==> config.mk <==
export PLATFORM = sky130hd
export DESIGN_NAME = rsc_top
export DESIGN_NICKNAME = d
export VERILOG_FILES = /design/src/hw/rsc_pkg.sv /design/src/hw/rsc_wdt_if.sv /design/src/hw/rsc_watchdog.sv /design/src/hw/rsc_top.sv
export SDC_FILE = /design/constraint.sdc
export NUM_CORES = 1
export LEC_CHECK = 0
export BUFFER_PORTS_ARGS = -buffer_cell sky130_fd_sc_hd__buf_2
export CORE_ASPECT_RATIO = 1.5
export CORE_MARGIN = 2
export CORE_UTILIZATION = 25
export CTS_CLUSTER_DIAMETER = 60
export DETAILED_ROUTE_END_ITERATION = 7
export GPL_ROUTABILITY_DRIVEN = 1
export GPL_TIMING_DRIVEN = 0
export HOLD_SLACK_MARGIN = 0.06
export SLEW_MARGIN = 30
export SYNTH_ARGS = -nofsm -noshare
export SYNTH_HDL_FRONTEND = slang
export SYNTH_SLANG_ARGS = --single-unit
==> constraint.sdc <==
create_clock -name CLK -period 8.8 [get_ports CLK]
set_clock_uncertainty 0.05 [all_clocks]
set_input_delay 2.64 -clock CLK [delete_from_list [all_inputs] [get_ports CLK]]
set_output_delay 2.64 -clock CLK [all_outputs]
set_load 0.02 [all_outputs]
==> src/hw/rsc_pkg.sv <==
// Constants and types shared by the reset source controller files
package rsc_pkg;
	// Timing
	localparam int CLK_PERIOD_NS     = 50;
	localparam int MCD_TIME_NS       = 100000;
	localparam int MCD_CYCLES        = (MCD_TIME_NS + CLK_PERIOD_NS - 1) / CLK_PERIOD_NS;
	localparam int WDT_DIV           = 12;
	localparam int WDT_TIMEOUT_TICKS = 256;
	localparam int RESET_HOLD_CYCLES = 16;

	// Register map: cause register index as printed, byte address is four times it
	localparam logic [11:0] CAUSE_INDEX = 12'h0EF;
	localparam logic [11:0] CAUSE_ADDR  = {CAUSE_INDEX[9:0], 2'b00};
	localparam logic [11:0] CTRL_INDEX  = 12'h0F0;
	localparam logic [11:0] CTRL_ADDR   = {CTRL_INDEX[9:0], 2'b00};

	// Cause register fields
	localparam int PIN_BIT   = 0;
	localparam int POR_BIT   = 1;
	localparam int MCD_BIT   = 2;
	localparam int WDT_BIT   = 3;
	localparam int SW_BIT    = 4;
	localparam int CMP_BIT   = 5;
	localparam int FLASH_BIT = 6;
	localparam int RTC_BIT   = 7;

	// Control register fields
	localparam int CTRL_WDT_EN_BIT    = 0;
	localparam int CTRL_KICK_BIT      = 1;
	localparam int CTRL_IN_RESET_BIT  = 2;
	localparam int CTRL_LOW_POWER_BIT = 3;
	localparam int CTRL_SUPPLY_EN_BIT = 4;
	localparam int CTRL_MCD_EN_BIT    = 5;
	localparam int CTRL_CMP_EN_BIT    = 6;
	localparam int CTRL_RTC_EN_BIT    = 7;

	// Reset values
	localparam logic [7:0] FLAGS_RESET     = 8'h02;
	localparam logic       SUPPLY_EN_RESET = 1'b1;
	localparam logic       MCD_EN_RESET    = 1'b0;
	localparam logic       CMP_EN_RESET    = 1'b0;
	localparam logic       RTC_EN_RESET    = 1'b0;
	localparam logic       WDT_EN_RESET    = 1'b1;

	// Bus responses
	localparam logic [1:0] RESP_OKAY   = 2'h0;
	localparam logic [1:0] RESP_SLVERR = 2'h2;

	typedef enum logic [1:0] {
		ST_RUN  = 2'b01,
		ST_HOLD = 2'b10
	} rsc_state_t;
endpackage : rsc_pkg

==> src/hw/rsc_wdt_if.sv <==
// Link between the reset sequencer and the watchdog
`timescale 1ns/1ps
interface rsc_wdt_if;
	logic enable;
	logic kick;
	logic hold;
	logic timeout;

	modport ctrl (output enable, output kick, output hold, input timeout);
	modport wdt  (input enable, input kick, input hold, output timeout);
endinterface : rsc_wdt_if

==> src/hw/rsc_watchdog.sv <==
// Watchdog timer clocked by a divided enable pulse
`timescale 1ns/1ps
module rsc_watchdog #(
	parameter int DIV   = rsc_pkg::WDT_DIV,
	parameter int TICKS = rsc_pkg::WDT_TIMEOUT_TICKS
) (
	// Clock and reset
	input wire logic clk,
	input wire logic reset_n,
	// Sequencer link
	rsc_wdt_if.wdt   link
);
	localparam int DW = $clog2(DIV);
	localparam int TW = $clog2(TICKS);

	typedef struct packed {
		logic [DW-1:0] div_cnt;
		logic [TW-1:0] tick_cnt;
		logic          timeout;
	} rsc_wdt_state_t;

	rsc_wdt_state_t s;
	rsc_wdt_state_t next_s;

	always_comb begin
		next_s = s;
		next_s.timeout = 1'b0;
		if (link.hold) begin
			next_s.div_cnt = '0;
			next_s.tick_cnt = '0;
		end else if (link.kick) begin
			next_s.tick_cnt = '0;
		end else if (link.enable) begin
			// Counting pauses while disabled, so low power only suspends it
			if (s.div_cnt == DW'(DIV - 1)) begin
				next_s.div_cnt = '0;
				if (s.tick_cnt == TW'(TICKS - 1)) begin
					next_s.tick_cnt = '0;
					next_s.timeout = 1'b1;
				end else begin
					next_s.tick_cnt = s.tick_cnt + 1'b1;
				end
			end else begin
				next_s.div_cnt = s.div_cnt + 1'b1;
			end
		end
	end

	always_ff @(posedge clk) begin
		if (!reset_n) begin
			s <= '0;
		end else begin
			s <= next_s;
		end
	end

	assign link.timeout = s.timeout;
endmodule : rsc_watchdog

==> src/hw/rsc_top.sv <==
// Reset source controller: cause logging, enables and system reset sequencing
//
// Added by the designer: register access over AXI4-Lite.
`timescale 1ns/1ps
module rsc_top #(
	parameter int ADDR_W   = 12,
	parameter int FLASH_AW = 17,
	parameter int RTC_W    = 32,
	parameter int HOLD     = rsc_pkg::RESET_HOLD_CYCLES,
	parameter int WDT_DIV  = rsc_pkg::WDT_DIV,
	parameter int WDT_TICKS = rsc_pkg::WDT_TIMEOUT_TICKS
) (
	// Clock and reset
	input  wire logic                CLK,
	input  wire logic                RESET_N,
	// AXI4-Lite write address
	input  wire logic                AWVALID,
	output wire logic                AWREADY,
	input  wire logic [ADDR_W-1:0]   AWADDR,
	input  wire logic [2:0]          AWPROT,
	// AXI4-Lite write data
	input  wire logic                WVALID,
	output wire logic                WREADY,
	input  wire logic [31:0]         WDATA,
	input  wire logic [3:0]          WSTRB,
	// AXI4-Lite write response
	output wire logic                BVALID,
	input  wire logic                BREADY,
	output wire logic [1:0]          BRESP,
	// AXI4-Lite read address
	input  wire logic                ARVALID,
	output wire logic                ARREADY,
	input  wire logic [ADDR_W-1:0]   ARADDR,
	input  wire logic [2:0]          ARPROT,
	// AXI4-Lite read data
	output wire logic                RVALID,
	input  wire logic                RREADY,
	output wire logic [31:0]         RDATA,
	output wire logic [1:0]          RRESP,
	// Reset sources
	input  wire logic                RST_PIN_N,
	input  wire logic                POWER_ON_EVENT,
	input  wire logic                SUPPLY_LOW,
	input  wire logic                SYSTEM_CLOCK_SENSE,
	input  wire logic                COMP_PLUS_BELOW_MINUS,
	input  wire logic                COMP_WAKE_EN,
	// Power state
	input  wire logic                SUSPEND,
	input  wire logic                SLEEP,
	// Flash access monitor
	input  wire logic [FLASH_AW-1:0] FLASH_ADDR,
	input  wire logic [FLASH_AW-1:0] FLASH_LOCK_ADDR,
	input  wire logic                FLASH_WRITE_ENABLE,
	input  wire logic                FLASH_WRITE_ERASE,
	input  wire logic                FLASH_CODE_READ,
	input  wire logic                FLASH_FETCH,
	input  wire logic                FLASH_SECURITY_BLOCK,
	input  wire logic                SUPPLY_MONITOR_ON,
	// Real-time clock
	input  wire logic                RTC_CLKMON_EN,
	input  wire logic                RTC_CLOCK_SLOW,
	input  wire logic                RTC_ALARM_EN,
	input  wire logic [RTC_W-1:0]    RTC_TIMER,
	input  wire logic [RTC_W-1:0]    RTC_ALARM_VALUE,
	// System reset
	output wire logic                SYS_RESET
);
	localparam int HW = $clog2(HOLD + 1);
	localparam int MW = $clog2(rsc_pkg::MCD_CYCLES + 1);

	typedef struct packed {
		rsc_pkg::rsc_state_t state;
		logic [HW-1:0]       hold_cnt;
		logic [7:0]          flags;
		logic                supply_en;
		logic                mcd_en;
		logic                cmp_en;
		logic                rtc_en;
		logic                wdt_en;
		logic                kick;
		logic                soft_req;
		logic                sense_q;
		logic [MW-1:0]       mcd_cnt;
		logic                sys_reset;
		logic                awready;
		logic [ADDR_W-1:0]   awaddr;
		logic                aw_full;
		logic                wready;
		logic [31:0]         wdata;
		logic [3:0]          wstrb;
		logic                w_full;
		logic                bvalid;
		logic [1:0]          bresp;
		logic                arready;
		logic                rvalid;
		logic [31:0]         rdata;
		logic [1:0]          rresp;
	} rsc_top_state_t;

	rsc_top_state_t s;
	rsc_top_state_t next_s;

	rsc_wdt_if wdt_link ();

	logic       low_power;
	logic       flash_above;
	logic       flash_fault;
	logic [7:0] cause;
	logic [7:0] first_cause;

	assign low_power = SUSPEND | SLEEP;
	assign flash_above = FLASH_ADDR > FLASH_LOCK_ADDR;

	// Illegal flash accesses
	assign flash_fault = (FLASH_WRITE_ENABLE & FLASH_WRITE_ERASE & flash_above)
		| (FLASH_CODE_READ & flash_above)
		| (FLASH_FETCH & flash_above)
		| FLASH_SECURITY_BLOCK
		| (FLASH_WRITE_ERASE & ~SUPPLY_MONITOR_ON);

	// Live reset requests, one per flag position
	always_comb begin
		cause = 8'h00;
		cause[rsc_pkg::PIN_BIT] = ~RST_PIN_N;
		cause[rsc_pkg::POR_BIT] = POWER_ON_EVENT | (s.supply_en & SUPPLY_LOW);
		cause[rsc_pkg::MCD_BIT] = s.mcd_en & ~low_power
			& (s.mcd_cnt == MW'(rsc_pkg::MCD_CYCLES));
		cause[rsc_pkg::WDT_BIT] = wdt_link.timeout;
		cause[rsc_pkg::SW_BIT] = s.soft_req;
		cause[rsc_pkg::CMP_BIT] = s.cmp_en & (~low_power | COMP_WAKE_EN)
			& COMP_PLUS_BELOW_MINUS;
		cause[rsc_pkg::FLASH_BIT] = flash_fault;
		cause[rsc_pkg::RTC_BIT] = s.rtc_en
			& ((RTC_CLKMON_EN & RTC_CLOCK_SLOW)
			| (RTC_ALARM_EN & (RTC_TIMER == RTC_ALARM_VALUE)));
	end

	// Lowest bit wins: pin, then power-on, then the internal sources
	assign first_cause = cause & (~cause + 8'h01);

	always_comb begin
		next_s = s;
		next_s.kick = 1'b0;

		// Clock loss detector: cycles since the sensed clock last changed
		next_s.sense_q = SYSTEM_CLOCK_SENSE;
		if (!s.mcd_en || low_power || s.state != rsc_pkg::ST_RUN
			|| SYSTEM_CLOCK_SENSE != s.sense_q) begin
			next_s.mcd_cnt = '0;
		end else if (s.mcd_cnt != MW'(rsc_pkg::MCD_CYCLES)) begin
			next_s.mcd_cnt = s.mcd_cnt + 1'b1;
		end

		// Write address and data are taken independently
		if (s.awready && AWVALID) begin
			next_s.awaddr = AWADDR;
			next_s.aw_full = 1'b1;
			next_s.awready = 1'b0;
		end
		if (s.wready && WVALID) begin
			next_s.wdata = WDATA;
			next_s.wstrb = WSTRB;
			next_s.w_full = 1'b1;
			next_s.wready = 1'b0;
		end
		if (s.bvalid && BREADY) begin
			next_s.bvalid = 1'b0;
			next_s.awready = 1'b1;
			next_s.wready = 1'b1;
		end
		if (s.aw_full && s.w_full && !s.bvalid) begin
			next_s.aw_full = 1'b0;
			next_s.w_full = 1'b0;
			next_s.bvalid = 1'b1;
			next_s.bresp = rsc_pkg::RESP_OKAY;
			if (s.awaddr == rsc_pkg::CAUSE_ADDR) begin
				// Only enable bits and the force bit act; flag bits are dropped
				if (s.wstrb[0]) begin
					next_s.supply_en = s.wdata[rsc_pkg::POR_BIT];
					next_s.mcd_en = s.wdata[rsc_pkg::MCD_BIT];
					next_s.cmp_en = s.wdata[rsc_pkg::CMP_BIT];
					next_s.rtc_en = s.wdata[rsc_pkg::RTC_BIT];
					next_s.soft_req = s.wdata[rsc_pkg::SW_BIT];
				end
			end else if (s.awaddr == rsc_pkg::CTRL_ADDR) begin
				if (s.wstrb[0]) begin
					next_s.wdt_en = s.wdata[rsc_pkg::CTRL_WDT_EN_BIT];
					next_s.kick = s.wdata[rsc_pkg::CTRL_KICK_BIT];
				end
			end else begin
				next_s.bresp = rsc_pkg::RESP_SLVERR;
			end
		end

		// Read channel
		if (s.rvalid && RREADY) begin
			next_s.rvalid = 1'b0;
			next_s.arready = 1'b1;
		end
		if (s.arready && ARVALID) begin
			next_s.arready = 1'b0;
			next_s.rvalid = 1'b1;
			next_s.rdata = 32'h00000000;
			next_s.rresp = rsc_pkg::RESP_OKAY;
			if (ARADDR == rsc_pkg::CAUSE_ADDR) begin
				next_s.rdata[7:0] = s.flags;
			end else if (ARADDR == rsc_pkg::CTRL_ADDR) begin
				next_s.rdata[rsc_pkg::CTRL_WDT_EN_BIT] = s.wdt_en;
				next_s.rdata[rsc_pkg::CTRL_IN_RESET_BIT] = s.sys_reset;
				next_s.rdata[rsc_pkg::CTRL_LOW_POWER_BIT] = low_power;
				next_s.rdata[rsc_pkg::CTRL_SUPPLY_EN_BIT] = s.supply_en;
				next_s.rdata[rsc_pkg::CTRL_MCD_EN_BIT] = s.mcd_en;
				next_s.rdata[rsc_pkg::CTRL_CMP_EN_BIT] = s.cmp_en;
				next_s.rdata[rsc_pkg::CTRL_RTC_EN_BIT] = s.rtc_en;
			end else begin
				next_s.rresp = rsc_pkg::RESP_SLVERR;
			end
		end

		// Reset sequencer; the external pin is only ever an input here
		case (s.state)
			rsc_pkg::ST_RUN: begin
				if (cause != 8'h00) begin
					next_s.state = rsc_pkg::ST_HOLD;
					next_s.flags = first_cause;
					next_s.hold_cnt = '0;
					next_s.sys_reset = 1'b1;
					next_s.soft_req = 1'b0;
					next_s.wdt_en = 1'b1;
				end
			end
			rsc_pkg::ST_HOLD: begin
				next_s.soft_req = 1'b0;
				next_s.wdt_en = 1'b1;
				// Pin and power-on stretch the reset until they release
				if (!RST_PIN_N || POWER_ON_EVENT) begin
					next_s.hold_cnt = '0;
				end else if (s.hold_cnt == HW'(HOLD - 1)) begin
					next_s.state = rsc_pkg::ST_RUN;
					next_s.sys_reset = 1'b0;
				end else begin
					next_s.hold_cnt = s.hold_cnt + 1'b1;
				end
			end
			default: begin
				next_s.state = rsc_pkg::ST_HOLD;
				next_s.hold_cnt = '0;
				next_s.sys_reset = 1'b1;
			end
		endcase
	end

	always_ff @(posedge CLK) begin
		if (!RESET_N) begin
			s <= '0;
			s.state <= rsc_pkg::ST_HOLD;
			s.flags <= rsc_pkg::FLAGS_RESET;
			s.supply_en <= rsc_pkg::SUPPLY_EN_RESET;
			s.mcd_en <= rsc_pkg::MCD_EN_RESET;
			s.cmp_en <= rsc_pkg::CMP_EN_RESET;
			s.rtc_en <= rsc_pkg::RTC_EN_RESET;
			s.wdt_en <= rsc_pkg::WDT_EN_RESET;
			s.sys_reset <= 1'b1;
			s.awready <= 1'b1;
			s.wready <= 1'b1;
			s.arready <= 1'b1;
		end else begin
			s <= next_s;
		end
	end

	// Watchdog link: counting stops in low power and clears during reset
	assign wdt_link.enable = s.wdt_en & ~low_power;
	assign wdt_link.kick = s.kick;
	assign wdt_link.hold = s.sys_reset;

	rsc_watchdog #(
		.DIV   (WDT_DIV),
		.TICKS (WDT_TICKS)
	) u_watchdog (
		.clk     (CLK),
		.reset_n (RESET_N),
		.link    (wdt_link)
	);

	assign AWREADY = s.awready;
	assign WREADY = s.wready;
	assign BVALID = s.bvalid;
	assign BRESP = s.bresp;
	assign ARREADY = s.arready;
	assign RVALID = s.rvalid;
	assign RDATA = s.rdata;
	assign RRESP = s.rresp;
	assign SYS_RESET = s.sys_reset;
endmodule : rsc_top

* Yosys cells after proc, flatten, opt, wreduce, memory -nomap -nowiden
Index checks and enable logic that the tools add are counted.
Word-level totals: register bits 115, input port bits 188, output and inout port bits 42, word-level logic and storage cells 153
Cells by class: add/sub/neg operators 5, magnitude comparators 1, eq/ne operators 18, mux-type cells 36, bitwise gates (word level) 34, reductions and logical operators 30
Operators by type and width (number):
- equality test 12 x 10 -> 1 bit (second input constant) | 4
- two-way mux 36 bit | 1
- equality test 32 bit | 1
- two-way mux 2 bit | 10
- greater-than comparator 17 bit | 1
- adder 8 x 1 -> 8 bit (second input constant) | 2
- two-way mux 15 bit | 1
- bitwise AND 1 bit | 14
- one-hot mux 7 bit (2 select lines) | 1
- two-way mux 1 bit | 12
- two-way mux 6 bit | 2
- adder 11 x 1 -> 11 bit (second input constant) | 1
- equality test 11 bit (second input constant) | 1
- inequality test 11 bit (second input constant) | 1
- two-way mux 5 bit | 2
- NOT 1 bit | 10
- OR reduction 5 bit | 2
- bitwise AND 8 bit | 1
- equality test 8 bit (second input constant) | 1
- two-way mux 8 bit | 1
- NOT 8 bit | 1
- OR 1 bit | 8
- AND reduction 2 bit | 4
- nonzero test 8 bit | 1
- 20 further kinds | 41

* Longest topological paths before layout
depth after elaboration 11, mapped depth 9, depth with buffers taken out 9

* Modules after synthesis
From an unflattened synthesis, not the netlist that was laid out.
Unflattened totals: cell total of the unflattened synthesis 573, area total of the unflattened synthesis 4788.3 sq um
Modules (own cells, without submodules):
- rsc_top | times used 1, cells an instance 503, area an instance 4117.7 sq um, sequential area each 1421.4 sq um
- rsc_watchdog | times used 1, cells an instance 70, area an instance 670.6 sq um, sequential area each 260.2 sq um

* Worst setup path after synthesis
OpenSTA, ideal clock, no wires.
kind input-to-reg, start point in FLASH_LOCK_ADDR[11], end point reg s[124] in the netlist's numbering, arrival time 4.663 ns, setup slack 3.968 ns, stages 9, path buffers 0, path through inv_1 ha_1 and3_1 a221o_1 a221o_1 a221oi_4 and4_4 nor2_1 o221a_1
Between the ends: longest elaborated chain between the ends 9, elaborated cells between the ends (all ways) 11
RTL lines:
- start, declared | line rsc_top.sv:52 | input wire logic [FLASH_AW-1:0] FLASH_LOCK_ADDR,
- greater-than comparator 17 bit (*) | line rsc_top.sv:112 | assign flash_above = FLASH_ADDR > FLASH_LOCK_ADDR;
- bitwise AND 1 bit, on equally long branches | line rsc_top.sv:115, rsc_top.sv:116
- OR 1 bit | line rsc_top.sv:116 | | (FLASH_CODE_READ & flash_above)
- OR 1 bit (*) | line rsc_top.sv:117 | | (FLASH_FETCH & flash_above)
- OR 1 bit (*) | line rsc_top.sv:118 | | FLASH_SECURITY_BLOCK
- OR 1 bit (*) | line rsc_top.sv:119 | | (FLASH_WRITE_ERASE & ~SUPPLY_MONITOR_ON);
- nonzero test 8 bit (*) | line rsc_top.sv:223 | if (cause != 8'h00) begin
- inequality test 2 bit (no source line) (*)
- AND reduction 3 bit (no source line) (*)
- end signal, assigned | line rsc_top.sv:268 | s <= next_s;
- end, declared | line rsc_top.sv:100 | rsc_top_state_t s;
Mark *: on every way between the ends. The rest lies on a longest branch, timed or not. A chain may end at the register's enable or synchronous reset.

* Worst setup path in the final report
start point in FLASH_ADDR[11], end point reg s[115] in the netlist's numbering
Between the ends: longest elaborated chain between the ends 8, elaborated cells between the ends (all ways) 10
RTL lines:
- start, declared | line rsc_top.sv:51 | input wire logic [FLASH_AW-1:0] FLASH_ADDR,
- greater-than comparator 17 bit (*) | line rsc_top.sv:112
- bitwise AND 1 bit, on equally long branches | line rsc_top.sv:115, rsc_top.sv:116
- OR 1 bit | line rsc_top.sv:116
- OR 1 bit (*) | line rsc_top.sv:117
- OR 1 bit (*) | line rsc_top.sv:118
- OR 1 bit (*) | line rsc_top.sv:119
- nonzero test 8 bit (*) | line rsc_top.sv:223
- AND reduction 2 bit (no source line) (*)
Marked as above.

==> summary.json <==
{
  "setup.worst_path.end_class": {"value": "register"},
  "grt_pass1_wl": {"value": 20100, "unit": "um"},
  "postCtsSetupBuffers": {"value": 0},
  "num_antenna_cells": {"value": 0},
  "post_cts_resized": {"value": 0},
  "cts_root_buf": {"value": "sky130_fd_sc_hd__clkbuf_16"},
  "worst_path_largest_cell_delay": {"value": 0.38, "unit": "ns"},
  "routed.top_layer": {"value": "met4"},
  "run_status": {"value": "finished, final reports clean"},
  "totalWireLength": {"value": 12500, "unit": "um"},
  "final.setup.tns": {"value": 0, "unit": "ns"},
  "clk-insertion-delay-late": {"value": 0.34, "unit": "ns"},
  "io_buffer_count": {"value": 167},
  "die-height": {"value": 174, "unit": "um"},
  "seqPwrFrac": {"value": 42.4, "unit": "%"},
  "core": {"value": 0.0191, "unit": "mm^2"},
  "intPower": {"value": 692, "unit": "uW"},
  "switching_share": {"value": 26.0, "unit": "%"},
  "critical_path.max_fanout": {"value": 6},
  "cts.clk_slew.worst_paths": {"value": 0.07, "unit": "ns"},
  "finalSetupViolCount": {"value": 0},
  "first_pass_iters": {"value": 4},
  "synth-edff-count": {"value": 0},
  "final.setup.worst_slack": {"value": 4.03, "unit": "ns"},
  "grt_max_degree": {"value": 17},
  "drv.max_cap_violation_count": {"value": 0},
  "dr_wl_met3": {"value": 640, "unit": "um"},
  "timing.critical_path.slowest_stage_cell": {"value": "sky130_fd_sc_hd__a221o_1"},
  "critical_path_arrival": {"value": 4.99, "unit": "ns"},
  "h-tree-depth": {"value": 3},
  "achievable-frequency": {"value": 210, "unit": "MHz"},
  "yosys.area.top_type": {"value": "sky130_fd_sc_hd__dfxtp_1"},
  "crit_path_start_kind": {"value": "input pin"},
  "cts-root-to-sink-buffers": {"value": 2},
  "cpMostUsedCell": {"value": "sky130_fd_sc_hd__a221o_1"},
  "period_minus_slack": {"value": 4.77, "unit": "ns"},
  "switchingPower": {"value": 243, "unit": "uW"},
  "ys_seq_area_share": {"value": 34.8, "unit": "%"},
  "unrepaired_setup_endpoints_after_global_routing": {"value": "false"},
  "cts_made_buffers": {"value": 9},
  "critical_path.cell_chain": {"value": "buf_2 > ha_1 > and3_1 > a221o_1 > a221o_1 > a221oi_4 > nand2_2 > o21ai_4 > mux2i_1"},
  "vdd_drop_max": {"value": 74.8, "unit": "uV"},
  "grt_antenna_before_repair": {"value": 0},
  "detailroute.via_count": {"value": 4560},
  "initial_utilization": {"value": 25.3, "unit": "%"},
  "syn-instance-count": {"value": 575},
  "via_per_inst": {"value": 4.39},
  "synth.top_cell.area_share": {"value": 34.8, "unit": "%"},
  "vias_in_the_first_global_route": {"value": 4558},
  "ctsHoldBuffers": {"value": 0},
  "post-route-util": {"value": 33.6, "unit": "%"},
  "gp_weighted_congestion": {"value": 0.795},
  "yosysUniqueCellTypes": {"value": 60},
  "grt.overflow.total": {"value": 0},
  "ant_nets": {"value": 0},
  "timing.hold.ws": {"value": 0.412, "unit": "ns"},
  "globalRouteTotalUtil": {"value": 12.0, "unit": "%"},
  "synth_top_flop_cell": {"value": "sky130_fd_sc_hd__dfxtp_1"},
  "synthToLayoutAreaGrowth": {"value": 32.4, "unit": "%"},
  "final_net_count": {"value": 991},
  "preCtsSetupSlack": {"value": 3.65, "unit": "ns"},
  "fp.dieW": {"value": 118, "unit": "um"},
  "remaining_drc_errors": {"value": 0},
  "flops_latches_synth": {"value": 84},
  "synth-async-reset-ratio": {"value": 0, "unit": "%"},
  "worstHoldPathType": {"value": "register to register"},
  "post_syn_area_per_cell": {"value": 8.41, "unit": "um^2"},
  "dp.final_hpwl": {"value": 10200, "unit": "um"},
  "clock-sinks": {"value": 84},
  "required": {"value": 9.02, "unit": "ns"},
  "design.portCount": {"value": 230},
  "clock_share_of_power": {"value": 42.6, "unit": "%"},
  "met2_length": {"value": 6750, "unit": "um"},
  "drt-met1-wl": {"value": 4770, "unit": "um"},
  "floorplan.die_area": {"value": 0.0205, "unit": "mm^2"},
  "netlist_top_cells_area": {"value": "sky130_fd_sc_hd__dfxtp_1 35%, sky130_fd_sc_hd__ha_1 6.5%, sky130_fd_sc_hd__buf_4 5.6%"},
  "wire_per_inst": {"value": 12.0, "unit": "um"},
  "power-per-cell-area": {"value": 146, "unit": "mW/mm^2"},
  "cts_tree": {"value": "built"},
  "power_leakage": {"value": 2.99, "unit": "nW"},
  "final_max_slew_viol_count": {"value": 0},
  "worst_pin_slew": {"value": 0.602, "unit": "ns"},
  "place_inst": {"value": 1023},
  "share_comb_of_total_power": {"value": 15.0, "unit": "%"},
  "final_cells": {"value": 1039},
  "post_route_cells_drive_above_1_share": {"value": 29.5, "unit": "%"},
  "criticalPathCategory": {"value": "input pin to register"},
  "hold_violation_count_in_the_final_report": {"value": 0},
  "drt_iter0_drc": {"value": 139},
  "slew_headroom": {"value": 59.6, "unit": "%"},
  "mappedNetlistArea": {"value": 0.00484, "unit": "mm^2"},
  "placement_rows": {"value": 62},
  "synth_warnings": {"value": 0},
  "layout_worst_path_cycle_share": {"value": 54.2, "unit": "%"}
}
## layer usage
metal	GRT usage (%)	vias to the layer above
met4	5.82	0
met3	2.23	25
li1	-	2345
met1	11.6	2048
met2	24.0	142
met5	0	-
## layout by cell type (no fill, tap or decap), types with 3 or more instances in the layout
master,Yosys,layout
sky130_fd_sc_hd__o211a_1,9,9
sky130_fd_sc_hd__buf_4,36,36
sky130_fd_sc_hd__nand3_1,29,29
sky130_fd_sc_hd__o21ai_0,19,19
sky130_fd_sc_hd__nor2b_1,6,6
sky130_fd_sc_hd__conb_1,1,26
sky130_fd_sc_hd__and2_1,7,7
sky130_fd_sc_hd__buf_2,0,167
sky130_fd_sc_hd__dfxtp_1,84,84
sky130_fd_sc_hd__a21boi_0,23,23
sky130_fd_sc_hd__a22oi_1,6,6
sky130_fd_sc_hd__nand2_1,71,71
sky130_fd_sc_hd__xor2_1,18,18
sky130_fd_sc_hd__clkbuf_1,16,16
sky130_fd_sc_hd__and3_1,11,11
sky130_fd_sc_hd__nand2b_1,6,6
sky130_fd_sc_hd__nand3b_1,5,5
sky130_fd_sc_hd__clkbuf_16,0,9
sky130_fd_sc_hd__xnor2_1,29,29
sky130_fd_sc_hd__nor3_1,9,8
sky130_fd_sc_hd__nor4_1,5,5
sky130_fd_sc_hd__mux2i_1,14,14
sky130_fd_sc_hd__nor2_1,37,37
sky130_fd_sc_hd__ha_1,25,25
sky130_fd_sc_hd__a21oi_1,17,17
sky130_fd_sc_hd__nand4_1,18,18
sky130_fd_sc_hd__inv_1,30,30
sky130_fd_sc_hd__inv_6,0,3
## power by group through the flow
stage	Clock (mW)	Combinational (mW)	Sequential (mW)
global route	0.426	0.155	0.398
CTS	0.408	0.142	0.397
detailed placement	0	0.141	0.406
global placement	0	0.139	0.405
finish	0.399	0.140	0.397
floorplan	0	0.0824	0.406
## cell families after synthesis
logic type | share of synthesized area, %
buffers and inverters | 9.31
other | 0.0775
adders and majority gates | 6.47
xor gates and xnor gates | 8.51
muxes | 3.13
and+or+nand+nor | 23.1
DFF | 34.8
AOI/OAI and AO/OA | 14.6
## cell usage after synthesis, types with 2 or more instances
| library cell | number |
|---|---|
| sky130_fd_sc_hd__a21boi_0 | 23 |
| sky130_fd_sc_hd__xnor2_1 | 29 |
| sky130_fd_sc_hd__nand2_1 | 71 |
| sky130_fd_sc_hd__o21ai_0 | 19 |
| sky130_fd_sc_hd__a211oi_1 | 2 |
| sky130_fd_sc_hd__nor2_1 | 37 |
| sky130_fd_sc_hd__and3b_1 | 2 |
| sky130_fd_sc_hd__nor4b_1 | 2 |
| sky130_fd_sc_hd__buf_1 | 2 |
| sky130_fd_sc_hd__nand4_1 | 18 |
| sky130_fd_sc_hd__or3_1 | 2 |
| sky130_fd_sc_hd__ha_1 | 25 |
| sky130_fd_sc_hd__xor2_1 | 18 |
| sky130_fd_sc_hd__nand2b_1 | 6 |
| sky130_fd_sc_hd__a221o_1 | 2 |
| sky130_fd_sc_hd__nor2b_1 | 6 |
| sky130_fd_sc_hd__clkbuf_1 | 16 |
| sky130_fd_sc_hd__and3_1 | 11 |
| sky130_fd_sc_hd__o21a_1 | 2 |
| sky130_fd_sc_hd__a22oi_1 | 6 |
| sky130_fd_sc_hd__a21o_1 | 2 |
| sky130_fd_sc_hd__nand3_1 | 29 |
| sky130_fd_sc_hd__dfxtp_1 | 84 |
| sky130_fd_sc_hd__a21oi_1 | 17 |
| sky130_fd_sc_hd__o211a_1 | 9 |
| sky130_fd_sc_hd__nor3_1 | 9 |
| sky130_fd_sc_hd__buf_4 | 36 |
| sky130_fd_sc_hd__and2_1 | 7 |
| sky130_fd_sc_hd__nand3b_1 | 5 |
| sky130_fd_sc_hd__inv_1 | 30 |
| sky130_fd_sc_hd__a31oi_1 | 2 |
| sky130_fd_sc_hd__nor4_1 | 5 |
| sky130_fd_sc_hd__mux2i_1 | 14 |
## final timing paths
check                       from  endpoint  slack [ns]  cells after the start
setup / recovery  FLASH_ADDR[11]    s[115]        4.03                      9
hold / removal            s[123]    s[123]        0.41                      2
setup reg to reg           s[92]    s[115]        6.21                      8
hold reg to reg           s[123]    s[123]        0.41                      2
## state kept, by name, summed over array words and instances, names as in the netlist
| name | flops |
|---|---|
| u_watchdog.link.timeout | 1 |
| BVALID | 1 |
| BRESP | 1 |
| WREADY | 1 |
| ARREADY | 1 |
| AWREADY | 1 |
| wdt_link.kick | 1 |
| RVALID | 1 |
| SYS_RESET | 1 |
| cause | 1 |
| s | 53 |
| RRESP | 1 |
| RDATA | 8 |
| u_watchdog.s | 12 |
## final cells by class
cell class	instances	area (um^2)
fill	2094	12700
multi-input combinational	432	2800
sequential	84	1680
timing repair buffer	167	836
buffer	54	338
tap	256	320
clock buffer	10	239
inverter	30	113
clock inverter	6	75.1
## stage by stage
step | area (um^2) | total power, mW
2_1_floorplan | 4930 | 0.488
3_3_place_gp | 6090 | 0.545
3_5_place_dp | 6090 | 0.547
4_1_cts | 6400 | 0.947
5_1_grt | 6400 | 0.979
6_report | 6400 | 0.936
## critical path: cells and delay by family
| family | cells | cell delay, ns |
|---|---|---|
| compound gates | 4 | 1.37 |
| simple gates | 2 | 0.36 |
| fa+ha+maj | 1 | 0.29 |
| mux | 1 | 0.21 |
| buf+inv | 1 | 0.10 |
Note: power is estimated with default switching activity, not from simulation.
